===== config.mk =====
export PLATFORM = sky130hd
export DESIGN_NAME = temp_sensor_config_limit_regs
export DESIGN_NICKNAME = d
export VERILOG_FILES = /design/src/hw/tsense_pkg.sv /design/src/hw/temp_sensor_config_limit_regs.sv /design/src/hw/conv_timer.sv
export SDC_FILE = /design/constraint.sdc
export NUM_CORES = 1
export LEC_CHECK = 0
export BUFFER_PORTS_ARGS = -buffer_cell sky130_fd_sc_hd__buf_4
export CELL_PAD_IN_SITES_DETAIL_PLACEMENT = 0
export CELL_PAD_IN_SITES_GLOBAL_PLACEMENT = 1
export CORE_MARGIN = 10
export CORE_UTILIZATION = 50
export DETAILED_ROUTE_END_ITERATION = 6
export PLACE_DENSITY_LB_ADDON = 0.25
export SYNTH_ARGS = -nofsm -noshare
export SYNTH_HDL_FRONTEND = slang
export SYNTH_SLANG_ARGS = --single-unit

===== constraint.sdc =====
create_clock -name core_clk -period 17.45 [get_ports core_clk]
set_clock_uncertainty 0.15 [all_clocks]
set_input_delay 3.49 -clock core_clk [delete_from_list [all_inputs] [get_ports core_clk]]
set_output_delay 3.49 -clock core_clk [all_outputs]
set_load 0.01 [all_outputs]

===== src/hw/tsense_pkg.sv =====
// constants shared by the temperature monitor configuration and limit registers
package tsense_pkg;

  ////////////////////////////////////////////////////////////////////////////////
  // register addresses
  localparam logic [7:0] ADDR_STATUS       = 8'h02;
  localparam logic [7:0] ADDR_CFG          = 8'h03;
  localparam logic [7:0] ADDR_RATE         = 8'h04;
  localparam logic [7:0] ADDR_INT_HI       = 8'h05;
  localparam logic [7:0] ADDR_INT_LO       = 8'h06;
  localparam logic [7:0] ADDR_EXT_HI       = 8'h07;
  localparam logic [7:0] ADDR_EXT_LO       = 8'h08;
  localparam logic [7:0] ADDR_CFG_ALIAS    = 8'h09;
  localparam logic [7:0] ADDR_RATE_ALIAS   = 8'h0A;
  localparam logic [7:0] ADDR_INT_HI_ALIAS = 8'h0B;
  localparam logic [7:0] ADDR_INT_LO_ALIAS = 8'h0C;
  localparam logic [7:0] ADDR_EXT_HI_ALIAS = 8'h0D;
  localparam logic [7:0] ADDR_EXT_LO_ALIAS = 8'h0E;
  localparam logic [7:0] ADDR_ONE_SHOT     = 8'h0F;
  localparam logic [7:0] ADDR_SCRATCH_A    = 8'h11;
  localparam logic [7:0] ADDR_SCRATCH_B    = 8'h12;
  localparam logic [7:0] ADDR_EXT_HI_FRAC  = 8'h13;
  localparam logic [7:0] ADDR_EXT_LO_FRAC  = 8'h14;

  ////////////////////////////////////////////////////////////////////////////////
  // reset values and writable masks
  localparam logic [7:0] CFG_RESET      = 8'h00;
  localparam logic [7:0] RATE_RESET     = 8'h06;
  localparam logic [7:0] HI_LIMIT_RESET = 8'h55;
  localparam logic [7:0] LO_LIMIT_RESET = 8'h00;
  localparam logic [7:0] FRAC_RESET     = 8'h00;
  localparam logic [7:0] SCRATCH_RESET  = 8'h00;
  localparam logic [7:0] CFG_WRITABLE   = 8'hF6;
  localparam logic [7:0] RATE_WRITABLE  = 8'h0F;
  localparam logic [7:0] FRAC_WRITABLE  = 8'hE0;
  localparam logic [7:0] READ_ZERO      = 8'h00;

  ////////////////////////////////////////////////////////////////////////////////
  // field positions
  localparam int CFG_MASK_ALL_BIT  = 7;
  localparam int CFG_STANDBY_BIT   = 6;
  localparam int CFG_WARN_MODE_BIT = 5;
  localparam int CFG_RCOMP_OFF_BIT = 4;
  localparam int CFG_RANGE_BIT     = 2;
  localparam int CFG_DAVG_OFF_BIT  = 1;
  localparam int RATE_MSB          = 3;
  localparam int FRAC_MSB          = 7;
  localparam int FRAC_LSB          = 5;
  localparam int STAT_BUSY_BIT     = 7;
  localparam int STAT_FLAG_MSB     = 6;
  localparam int STAT_FLAG_LSB     = 3;
  // flag vector order: int_high, int_low, ext_high, ext_low
  localparam int FLAG_INT_HIGH     = 3;
  localparam int FLAG_INT_LOW      = 2;
  localparam int FLAG_EXT_HIGH     = 1;
  localparam int FLAG_EXT_LOW      = 0;

  ////////////////////////////////////////////////////////////////////////////////
  // conversion timing
  localparam int unsigned CLK_HZ          = 20_000_000;
  localparam int unsigned FASTEST_RATE_HZ = 64;
  localparam int unsigned FASTEST_PERIOD  = CLK_HZ / FASTEST_RATE_HZ;
  localparam logic [3:0]  RATE_CODE_MAX   = 4'hA;
  localparam logic [3:0]  RATE_CODE_1HZ   = 4'h4;

  function automatic logic is_pair(input logic [7:0] addr, input logic [7:0] a, input logic [7:0] b);
    return (addr == a) || (addr == b);
  endfunction

endpackage


===== src/hw/temp_sensor_config_limit_regs.sv =====
// configuration, rate, limit and scratch registers of a two-channel temperature monitor
`timescale 1ns/1ps
`default_nettype none
// Operation
// RULE_01: config and rate answer at both addresses
// RULE_02: aliased limits share one storage location
// RULE_03: mask-all silences warning pin in interrupt mode
// RULE_04: standby bit stops periodic conversions
// RULE_05: warn mode one makes pin comparator
// RULE_06: bit four disables external resistance correction
// RULE_07: range bit selects binary or offset format
// RULE_08: averaging-disable bit caps averaging factor
// RULE_09: rate code bits 3-0, reset 06h
// RULE_10: codes 0-A map rates, B-F one/second
// RULE_11: temperature above high limit sets flag
// RULE_12: temperature at or below low limit sets flag
// RULE_13: host writes limits in range's format
// RULE_14: limits integer byte plus three fraction bits; the internal limits here hold the byte only
// RULE_15: standby limit edits wait for next conversion
// RULE_16: scratch bytes store value, reset zero
// RULE_17: flags stick until status read; in comparator mode they follow each conversion and reads do not clear them
// RULE_18: one-shot converts only in standby, idle
// RULE_19: unused config and rate bits read zero
module temp_sensor_config_limit_regs
  import tsense_pkg::*;
#(
  parameter int unsigned FASTEST_PERIOD_CYCLES = FASTEST_PERIOD
) (
  input  wire logic        core_clk,
  input  wire logic        rst_n,
  input  wire logic [7:0]  reg_addr,
  input  wire logic [7:0]  reg_wdata,
  input  wire logic        reg_wr,
  input  wire logic        reg_rd,
  output var  logic [7:0]  reg_rdata,
  output var  logic        conv_start,
  input  wire logic        conv_done,
  input  wire logic [7:0]  int_temp,
  input  wire logic [10:0] ext_temp,
  output var  logic        standby,
  output var  logic        resistance_comp_off,
  output var  logic        range_ext,
  output var  logic        dynamic_averaging_off,
  output var  logic [3:0]  conversion_rate_code,
  output var  logic        warn_pin_o,
  output var  logic        warn_pin_oe
);

  ////////////////////////////////////////////////////////////////////////////////
  // storage
  logic [7:0]  cfg;
  logic [7:0]  rate;
  logic [7:0]  int_hi;
  logic [7:0]  int_lo;
  logic [7:0]  ext_hi_int;
  logic [7:0]  ext_lo_int;
  logic [7:0]  ext_hi_frac;
  logic [7:0]  ext_lo_frac;
  logic [7:0]  scratch_a;
  logic [7:0]  scratch_b;
  logic [3:0]  flags;
  logic        busy;
  logic [7:0]  snap_int_hi;
  logic [7:0]  snap_int_lo;
  logic [10:0] snap_ext_hi;
  logic [10:0] snap_ext_lo;
  logic        tick;
  logic        one_shot_wr;
  logic        status_rd;
  logic        mask_all;
  logic        warn_mode;
  logic [3:0]  hit;
  logic        next_start;

  assign mask_all              = cfg[CFG_MASK_ALL_BIT];
  assign warn_mode             = cfg[CFG_WARN_MODE_BIT];
  assign standby               = cfg[CFG_STANDBY_BIT]; // RULE_04
  assign resistance_comp_off   = cfg[CFG_RCOMP_OFF_BIT]; // RULE_06
  assign range_ext             = cfg[CFG_RANGE_BIT]; // RULE_07
  assign dynamic_averaging_off = cfg[CFG_DAVG_OFF_BIT]; // RULE_08
  assign conversion_rate_code  = rate[RATE_MSB:0]; // RULE_09
  assign warn_pin_o            = 1'b0;
  assign one_shot_wr           = reg_wr && (reg_addr == ADDR_ONE_SHOT);
  assign status_rd             = reg_rd && (reg_addr == ADDR_STATUS);

  ////////////////////////////////////////////////////////////////////////////////
  // register writes
  always_ff @(posedge core_clk) begin
    if (!rst_n) begin
      cfg         <= CFG_RESET;
      rate        <= RATE_RESET; // RULE_09
      int_hi      <= HI_LIMIT_RESET;
      int_lo      <= LO_LIMIT_RESET;
      ext_hi_int  <= HI_LIMIT_RESET;
      ext_lo_int  <= LO_LIMIT_RESET;
      ext_hi_frac <= FRAC_RESET;
      ext_lo_frac <= FRAC_RESET;
      scratch_a   <= SCRATCH_RESET; // RULE_16
      scratch_b   <= SCRATCH_RESET;
    end else if (reg_wr) begin
      if (is_pair(reg_addr, ADDR_CFG, ADDR_CFG_ALIAS)) begin
        cfg <= reg_wdata & CFG_WRITABLE; // RULE_01 RULE_19
      end
      if (is_pair(reg_addr, ADDR_RATE, ADDR_RATE_ALIAS)) begin
        rate <= reg_wdata & RATE_WRITABLE; // RULE_01 RULE_19
      end
      if (is_pair(reg_addr, ADDR_INT_HI, ADDR_INT_HI_ALIAS)) begin
        int_hi <= reg_wdata; // RULE_02
      end
      if (is_pair(reg_addr, ADDR_INT_LO, ADDR_INT_LO_ALIAS)) begin
        int_lo <= reg_wdata; // RULE_02
      end
      if (is_pair(reg_addr, ADDR_EXT_HI, ADDR_EXT_HI_ALIAS)) begin
        ext_hi_int <= reg_wdata; // RULE_02 RULE_14
      end
      if (is_pair(reg_addr, ADDR_EXT_LO, ADDR_EXT_LO_ALIAS)) begin
        ext_lo_int <= reg_wdata; // RULE_02 RULE_14
      end
      if (reg_addr == ADDR_EXT_HI_FRAC) begin
        ext_hi_frac <= reg_wdata & FRAC_WRITABLE; // RULE_14
      end
      if (reg_addr == ADDR_EXT_LO_FRAC) begin
        ext_lo_frac <= reg_wdata & FRAC_WRITABLE; // RULE_14
      end
      if (reg_addr == ADDR_SCRATCH_A) begin
        scratch_a <= reg_wdata; // RULE_16
      end
      if (reg_addr == ADDR_SCRATCH_B) begin
        scratch_b <= reg_wdata; // RULE_16
      end
    end
  end

  ////////////////////////////////////////////////////////////////////////////////
  // register reads, one cycle latency
  always_ff @(posedge core_clk) begin
    if (!rst_n) begin
      reg_rdata <= READ_ZERO;
    end else if (reg_rd) begin
      case (reg_addr)
        ADDR_STATUS: begin
          reg_rdata <= {busy, flags, 3'b000};
        end
        ADDR_CFG, ADDR_CFG_ALIAS: begin
          reg_rdata <= cfg; // RULE_01
        end
        ADDR_RATE, ADDR_RATE_ALIAS: begin
          reg_rdata <= rate; // RULE_01
        end
        ADDR_INT_HI, ADDR_INT_HI_ALIAS: begin
          reg_rdata <= int_hi; // RULE_02
        end
        ADDR_INT_LO, ADDR_INT_LO_ALIAS: begin
          reg_rdata <= int_lo; // RULE_02
        end
        ADDR_EXT_HI, ADDR_EXT_HI_ALIAS: begin
          reg_rdata <= ext_hi_int; // RULE_02
        end
        ADDR_EXT_LO, ADDR_EXT_LO_ALIAS: begin
          reg_rdata <= ext_lo_int; // RULE_02
        end
        ADDR_EXT_HI_FRAC: begin
          reg_rdata <= ext_hi_frac;
        end
        ADDR_EXT_LO_FRAC: begin
          reg_rdata <= ext_lo_frac;
        end
        ADDR_SCRATCH_A: begin
          reg_rdata <= scratch_a; // RULE_16
        end
        ADDR_SCRATCH_B: begin
          reg_rdata <= scratch_b;
        end
        default: begin
          reg_rdata <= READ_ZERO;
        end
      endcase
    end
  end

  ////////////////////////////////////////////////////////////////////////////////
  // conversion scheduling
  conv_timer #(
    .FASTEST_PERIOD_CYCLES(FASTEST_PERIOD_CYCLES)
  ) u_timer (
    .core_clk  (core_clk),
    .rst_n     (rst_n),
    .run       (!standby), // RULE_04
    .rate_code (rate[RATE_MSB:0]),
    .tick      (tick)
  );

  // a tick that lands while busy is dropped rather than queued
  assign next_start = !busy && ((tick && !standby) || (one_shot_wr && standby)); // RULE_04 RULE_18

  always_ff @(posedge core_clk) begin
    if (!rst_n) begin
      conv_start <= 1'b0;
      busy       <= 1'b0;
    end else begin
      conv_start <= next_start;
      if (next_start) begin
        busy <= 1'b1;
      end else if (conv_done) begin
        busy <= 1'b0;
      end
    end
  end

  // limits are sampled at conversion start, so standby edits wait
  always_ff @(posedge core_clk) begin
    if (!rst_n) begin
      snap_int_hi <= HI_LIMIT_RESET;
      snap_int_lo <= LO_LIMIT_RESET;
      snap_ext_hi <= {HI_LIMIT_RESET, FRAC_RESET[FRAC_MSB:FRAC_LSB]};
      snap_ext_lo <= {LO_LIMIT_RESET, FRAC_RESET[FRAC_MSB:FRAC_LSB]};
    end else if (next_start) begin
      snap_int_hi <= int_hi; // RULE_15
      snap_int_lo <= int_lo;
      snap_ext_hi <= {ext_hi_int, ext_hi_frac[FRAC_MSB:FRAC_LSB]}; // RULE_14
      snap_ext_lo <= {ext_lo_int, ext_lo_frac[FRAC_MSB:FRAC_LSB]};
    end
  end

  ////////////////////////////////////////////////////////////////////////////////
  // limit comparison and status flags
  // unsigned compare is right for both binary and offset-binary formats
  always_comb begin
    hit                = 4'b0000;
    hit[FLAG_INT_HIGH] = int_temp > snap_int_hi; // RULE_11
    hit[FLAG_INT_LOW]  = int_temp <= snap_int_lo; // RULE_12
    hit[FLAG_EXT_HIGH] = ext_temp > snap_ext_hi; // RULE_11
    hit[FLAG_EXT_LOW]  = ext_temp <= snap_ext_lo; // RULE_12
  end

  always_ff @(posedge core_clk) begin
    if (!rst_n) begin
      flags <= 4'b0000;
    end else if (warn_mode) begin
      // comparator mode tracks the latest result, reads do not clear
      if (conv_done) begin
        flags <= hit; // RULE_05 RULE_17
      end
    end else begin
      // set wins over a clearing read in the same cycle
      flags <= (status_rd ? 4'b0000 : flags) | (conv_done ? hit : 4'b0000); // RULE_17
    end
  end

  // open-drain warning pin, driven low while asserted
  always_ff @(posedge core_clk) begin
    if (!rst_n) begin
      warn_pin_oe <= 1'b0;
    end else if (warn_mode) begin
      warn_pin_oe <= flags[FLAG_INT_HIGH] || flags[FLAG_EXT_HIGH]; // RULE_05
    end else begin
      warn_pin_oe <= (|flags) && !mask_all; // RULE_03
    end
  end
endmodule
`default_nettype wire


===== src/hw/conv_timer.sv =====
// conversion rate timer: periodic start ticks from the rate code
`timescale 1ns/1ps
`default_nettype none
module conv_timer
  import tsense_pkg::*;
#(
  parameter int unsigned FASTEST_PERIOD_CYCLES = FASTEST_PERIOD
) (
  input  wire logic       core_clk,
  input  wire logic       rst_n,
  input  wire logic       run,
  input  wire logic [3:0] rate_code,
  output var  logic       tick
);

  logic [3:0]  eff_code;
  logic [3:0]  shift;
  logic [31:0] period;
  logic [31:0] count;
  logic        run_q;
  logic        fire;

  // reserved codes fall back to one per second
  assign eff_code = (rate_code > RATE_CODE_MAX) ? RATE_CODE_1HZ : rate_code; // RULE_10
  assign shift    = RATE_CODE_MAX - eff_code;
  assign period   = 32'(FASTEST_PERIOD_CYCLES) << shift; // RULE_10
  // fires at once when running starts, so leaving standby converts immediately
  assign fire     = run && (!run_q || (count >= period - 32'd1)); // RULE_15

  always_ff @(posedge core_clk) begin
    if (!rst_n) begin
      run_q <= 1'b0;
      count <= 32'd0;
      tick  <= 1'b0;
    end else begin
      run_q <= run;
      tick  <= fire;
      if (!run || fire) begin
        count <= 32'd0;
      end else begin
        count <= count + 32'd1;
      end
    end
  end

endmodule
`default_nettype wire


Yosys cells after proc, flatten, opt, wreduce, memory -nomap -nowiden
Index checks and enable logic that the tools add are counted.

Add/subtract/negate cells: 3. $lt $le $gt $ge: 6. Equality and inequality tests: 19. Shift-type cells: 1. Multiplexer cells: 9. Bitwise gates (word level): 2. Reduce and logical (&&, ||, !) cells: 40.

Operators by type and width (number): one-hot mux 8 bit (11 select lines) (1); equality test 8 x 4 -> 1 bit, second input constant (8); adder 32 x 1 -> 32 bit, second input constant (1); equality test 8 x 3 -> 1 bit, second input constant (4); equality test 8 x 5 -> 1 bit, second input constant (4); >= comparator 32 bit (1); << shifter 19 x 4 -> 32 bit, first input constant (1); subtractor 32 x 1 -> 32 bit, second input constant (1); two-way mux 4 bit (5); AND reduction 2 bit (10); equality test 8 x 2 -> 1 bit, second input constant (2); OR reduction 2 bit (7); > comparator 11 bit (1); less-or-equal comparator 11 bit (1); logical OR 1 bit (10); > comparator 8 bit (1); less-or-equal comparator 8 bit (1); logical AND 1 bit (7); > comparator 4 bit, second input constant (1); logical NOT 1 bit (4); OR 4 bit (1); OR reduction 4 bit (1); subtractor 4 bit, first input constant (1); two-way mux 1 bit (3); 3 further kinds (3).

Register bits: 151. Bits of input ports: 40. Output and inout port bits: 19. Word-level logic and storage cells: 102.

Depth between registers and ports, before layout
Depth in word-level cells: 10. Mapped depth: 26. Gate-level depth less buffers: 18.

Hierarchy
A second synthesis with hierarchy kept.

Cell total of the unflattened synthesis: 1127. Area, all modules: 9499.1 um2.

By module, submodules not included: temp_sensor_config_limit_regs (times used 1, cells an instance 708, area an instance 6283.5 um2, sequential area each 2342.2 um2); conv_timer (times used 1, cells an instance 419, area an instance 3215.6 um2, sequential area each 680.7 um2).

Least setup slack after synthesis
No wires, ideal clock.

Kind: reg-to-reg. Start point: reg rate[0]. End point: reg u_timer.count[10]. Library setup time: 0.092 ns. Arrival: 5.373 ns. Data required time: 17.208 ns. Setup slack: 11.835 ns. Stages on the path, launching flop included: 26. Buffers on the path: 8. Period minus slack after synthesis: 5.615 ns. Path through: dfxtp_1 -> clkbuf_1 -> clkbuf_1 -> o21ai_0 -> nand2_1 -> inv_1 -> ha_1 -> ha_1 -> clkbuf_1 -> clkbuf_1 -> clkbuf_1 -> buf_1 -> nand3_1 -> ha_1 -> inv_1 -> a31oi_1 -> xor2_1 -> ha_1 -> a211o_1 -> a21oi_1 -> o21ai_1 -> a221o_1 -> and4_1 -> clkbuf_1 -> clkbuf_1 -> nor4_1.

Cells in the longest elaborated chain, start to end: 10.

RTL lines: from (decl) (line temp_sensor_config_limit_regs.sv:52) `logic [7:0] rate;`; from (signal assigned) (line temp_sensor_config_limit_regs.sv:105) `rate <= reg_wdata & RATE_WRITABLE;`; > comparator 4 bit (line conv_timer.sv:24) `assign eff_code = (rate_code > RATE_CODE_MAX) ? RATE_CODE_1HZ : rate_code;`; two-way mux 4 bit (*) (line conv_timer.sv:24); subtractor 4 bit (*) (line conv_timer.sv:25) `assign shift = RATE_CODE_MAX - eff_code;`; << shifter 19 x 4 -> 32 bit (*) (line conv_timer.sv:26) `assign period = 32'(FASTEST_PERIOD_CYCLES) << shift;`; subtractor 32 x 1 -> 32 bit (*) (line conv_timer.sv:28) `assign fire = run && (!run_q || (count >= period - 32'd1));`; >= comparator 32 bit (*) (line conv_timer.sv:28); logical OR 1 bit (*) (line conv_timer.sv:28); logical AND 1 bit (*) (line conv_timer.sv:28); logical OR 1 bit (*) (line conv_timer.sv:38) `if (!run || fire) begin`; OR reduction 2 bit (no source line) (*); to (signal assigned) (line conv_timer.sv:41) `count <= count + 32'd1;`; to (decl) (line conv_timer.sv:19) `logic [31:0] count;`.

Every way passes the cells marked *; elsewhere a longest branch is shown, timed or not. A chain may end at the register's enable or synchronous reset.

Worst setup path after layout
Start point: reg rate[1]. End point: reg u_timer.count[4].

Same word-level chain as after synthesis.

==> flow_summary_export.csv <==
group,metric,value,unit
outcome,status,"finished clean",
synthesis,post-synth-top-count-cell,"nand2_1",
critical_path,r2r_setup_slack,10.71,ns
floorplanning,initial_core_util,51.4,%
synthesis,synth_simple_gate_area_share,24.1,%
cells_and_area,largest_register_ffs,32,
floorplanning,die_h,157,um
synthesis,ys_ff_latch,151,
cells_and_area,syn_to_final_growth,11.0,%
cells_and_area,drive_above_1_share,9.20,%
power,powerDensity,74.5,nW/um2
clock_network,cts_tree,"done",
placed_design,place_hpwl,18.9,mm
clock_network,h-tree-depth,4,
cells_and_area,regMostFlops,"u_timer.count",
hold_path,holdPathEnd,"snap_ext_lo[7]",
floorplanning,rows,49,
floorplanning,die_x,157,um
critical_path,worstPathArrival,6.89,ns
sta,holdWs,0.304,ns
clock_network,cts-root-buf,"clkbuf_16",
synthesis,synthAdderAreaFrac,10.1,%
floorplanning,core_area,18100,um2
synthesis,synth_edf_count,0,
placed_design,placed_area,9770,um2
synthesis,syn_nets,1245,
job,maxCapViolCount,0,
critical_path,r2r_end,"u_timer.count[4]",
drt,drt_first_pass_iters,5,
cells_and_area,final_nets,1254,
cells_and_area,reg_top3,"u_timer.count (32), snap_ext_hi (11), snap_ext_lo (11)",
drt,totalWireLength,25.8,mm
clock_network,postCtsSetupRepairBufs,0,
cells_and_area,antenna_cells,0,
synthesis,yosys_warnings,0,
drt,drc,0,
synthesis,synth_cells,1130,
critical_path,reg2reg_from,"rate[1]",
placed_design,gp_congestion,0.900,
synthesis,seq_area_frac_synth,32.4,%
critical_path,cp-end-kind,"flip-flop",
synthesis,synth.cell_area,9330,um2
synthesis,yosys.area.top_type,"dfxtp_1",
global_routing,overflow,0,
placed_design,place_ws,10.93,ns
global_routing,grtUsageTotal,21.1,%
clock_network,cts_buffers,17,
synthesis,avgSynthCellArea,8.25,um2
global_routing,grt_pass1_vias,7807,
sta,setup_viol,0,
power,p_leak,4.15,nW
critical_path,crit_required,17.59,ns
critical_path,critPathMaxFanout,31,
synthesis,synthTopCellsByCount,"nand2_1, dfxtp_1, ha_1",
floorplanning,io_pins,59,
clock_network,clockBufferDepth,2,
clock_network,cts_resized,0,
hold_path,holdPathStages,2,
critical_path,worst_setup_path_start_kind,"flip-flop",
sta,fmax,0.148,GHz
drt,viasPerCell,5.90,
clock_network,clock_latency,0.43,ns
placed_design,port_buffers,57,
cells_and_area,design_area,10300,um2
global_routing,grt_max_degree,99,
sta,relSlewSlack,15.0,%
sta,finalHoldViolCount,0,
sta,tightest_slew,1.27,ns
sta,layout_setup_ws,10.71,ns
synthesis,synth_compound_area_share,18.1,%
power,max-vdd-ir-drop,0.0000642,V
sta,period_needed,6.74,ns
drt,initialDrtViolationCount,703,
drt,ant_nets,0,
drt,num_vias,8148,
clock_network,cts.sinks,151,
critical_path,cp-startpoint,"rate[1]",
global_routing,antenna_found_initial,0,
synthesis,synth.area.top_cells,"dfxtp_1, ha_1, nand2_1, mux2i_1, nor2b_1",
global_routing,grt_first_pass_wirelength,42.0,mm
sta,fin_crit_sh,38.6,%
synthesis,synth_cell_types,68,
sta,report.final.slew_viol_count,0,
clock_network,ctsHoldBuffers,0,
hold_path,hold_start,"snap_ext_lo[7]",
synthesis,netlist.area_leader.share,32.4,%
synthesis,synth_top_family_by_area,"simple AND/OR/NAND/NOR gates",
critical_path,crit_type,"flip-flop to flip-flop",
clock_network,clk_pin_slew,0.07,ns
hold_path,hp-class,"flip-flop to flip-flop",
floorplanning,die-area,24500,um2
sta,tns,0,ns
synthesis,synthArstFlopShare,0,%
synthesis,synthXorXnorAreaFrac,3.94,%
synthesis,synth_ff_type,"dfxtp_1",
synthesis,synth_mux_area_share,5.94,%
sta,grt_setup_unrepaired,"false",
critical_path,r2r_cells,18,
drt,routedWlPerCell,18.7,um
[routing by layer]
metal | track usage (%) | share of wire (%)
met5 | 0 | 0
met4 | 4.72 | 1.0
met3 | 4.44 | 5.9
met2 | 32.5 | 44
met1 | 29.6 | 49
[worst max-delay path, stage by stage, from the launching register on]
cell	delay (ns)
dfxtp_1	0.86
o21ai_0	0.25
nand2_1	0.22
inv_1	0.18
ha_1	0.26
ha_1	0.39
nor2b_1	0.22
o21a_1	0.21
a2111oi_0	0.94
and3b_1	0.29
nand3_1	0.12
o31ai_1	0.10
ha_1	0.20
a21o_1	0.15
a21o_1	0.17
a211o_1	0.29
nand4_1	0.10
nand3_1	0.86
nor4_1	0.61
[how the worst max path moves through the flow]
stage	end	slack, ns	cells past startpoint
after detailed placement	u_timer.count[19]	10.93	18
after CTS	u_timer.count[4]	10.84	18
after global placement	u_timer.count[25]	11.02	18
after floorplan	u_timer.count[10]	11.84	25
final	u_timer.count[4]	10.71	18
after global routing	u_timer.count[24]	10.16	18
[final cells by class]
| type | count | area, um2 |
|---|---|---|
| inverter | 53 | 199 |
| tap | 229 | 287 |
| clock buffer | 18 | 439 |
| multi-input combinational | 854 | 5800 |
| timing repair buffer | 62 | 465 |
| fill | 1758 | 7800 |
| clock inverter | 14 | 139 |
| sequential | 151 | 3020 |
[cells by family after synthesis]
group / count (synthesis)
AND/OR/NAND/NOR: 442
AO/OA/AOI/OAI: 239
flip-flops: 151
buffers and inverters: 125
adder cells (fa/ha/maj): 75
multiplexers: 55
XOR/XNOR: 42
other: 1
[cell usage in the layout, fill, tap and decap left out, drive strengths merged, types with 5 or more instances in the layout]
cell    synthesis  layout
inv            53      58
nor2           43      43
o211ai         12      12
nand2b         17      17
xor2           24      24
and3           15      15
buf            20      62
o21ai          32      32
xnor2          18      18
o21a           12      12
ha             75      75
a211oi          6       6
mux2i          52      52
clkbuf         52      18
a31oi          11      11
a22oi          15      15
a32oi           6       6
nand4          25      25
a21oi          33      33
nand3          38      38
dfxtp         151     151
a21o           14      14
and4            7       7
and2            6       6
o22ai           9       9
nor4           33      33
clkinv          0       5
a22o            7       7
a21boi         44      44
nor3           10      10
nor2b          62      62
nand2         169     169
a211o          11      11
[through the flow]
stage / instances / util [%] / total power [mW]
finish: 1381 / 57.0 / 0.771
global route: 1381 / 57.0 / 0.799
CTS: 1381 / 57.0 / 0.776
detailed placement: 1349 / 53.8 / 0.418
global placement: 1349 / 53.8 / 0.418
floorplan: 1130 / - / 0.397
[report_power, final]
part | total (mW) | internal [mW] | switching, mW
combinational | 0.0605 | 0.0231 | 0.0374
sequential | 0.351 | 0.348 | 0.00270
clock | 0.360 | 0.203 | 0.156
(Power assumes the default switching activity.)
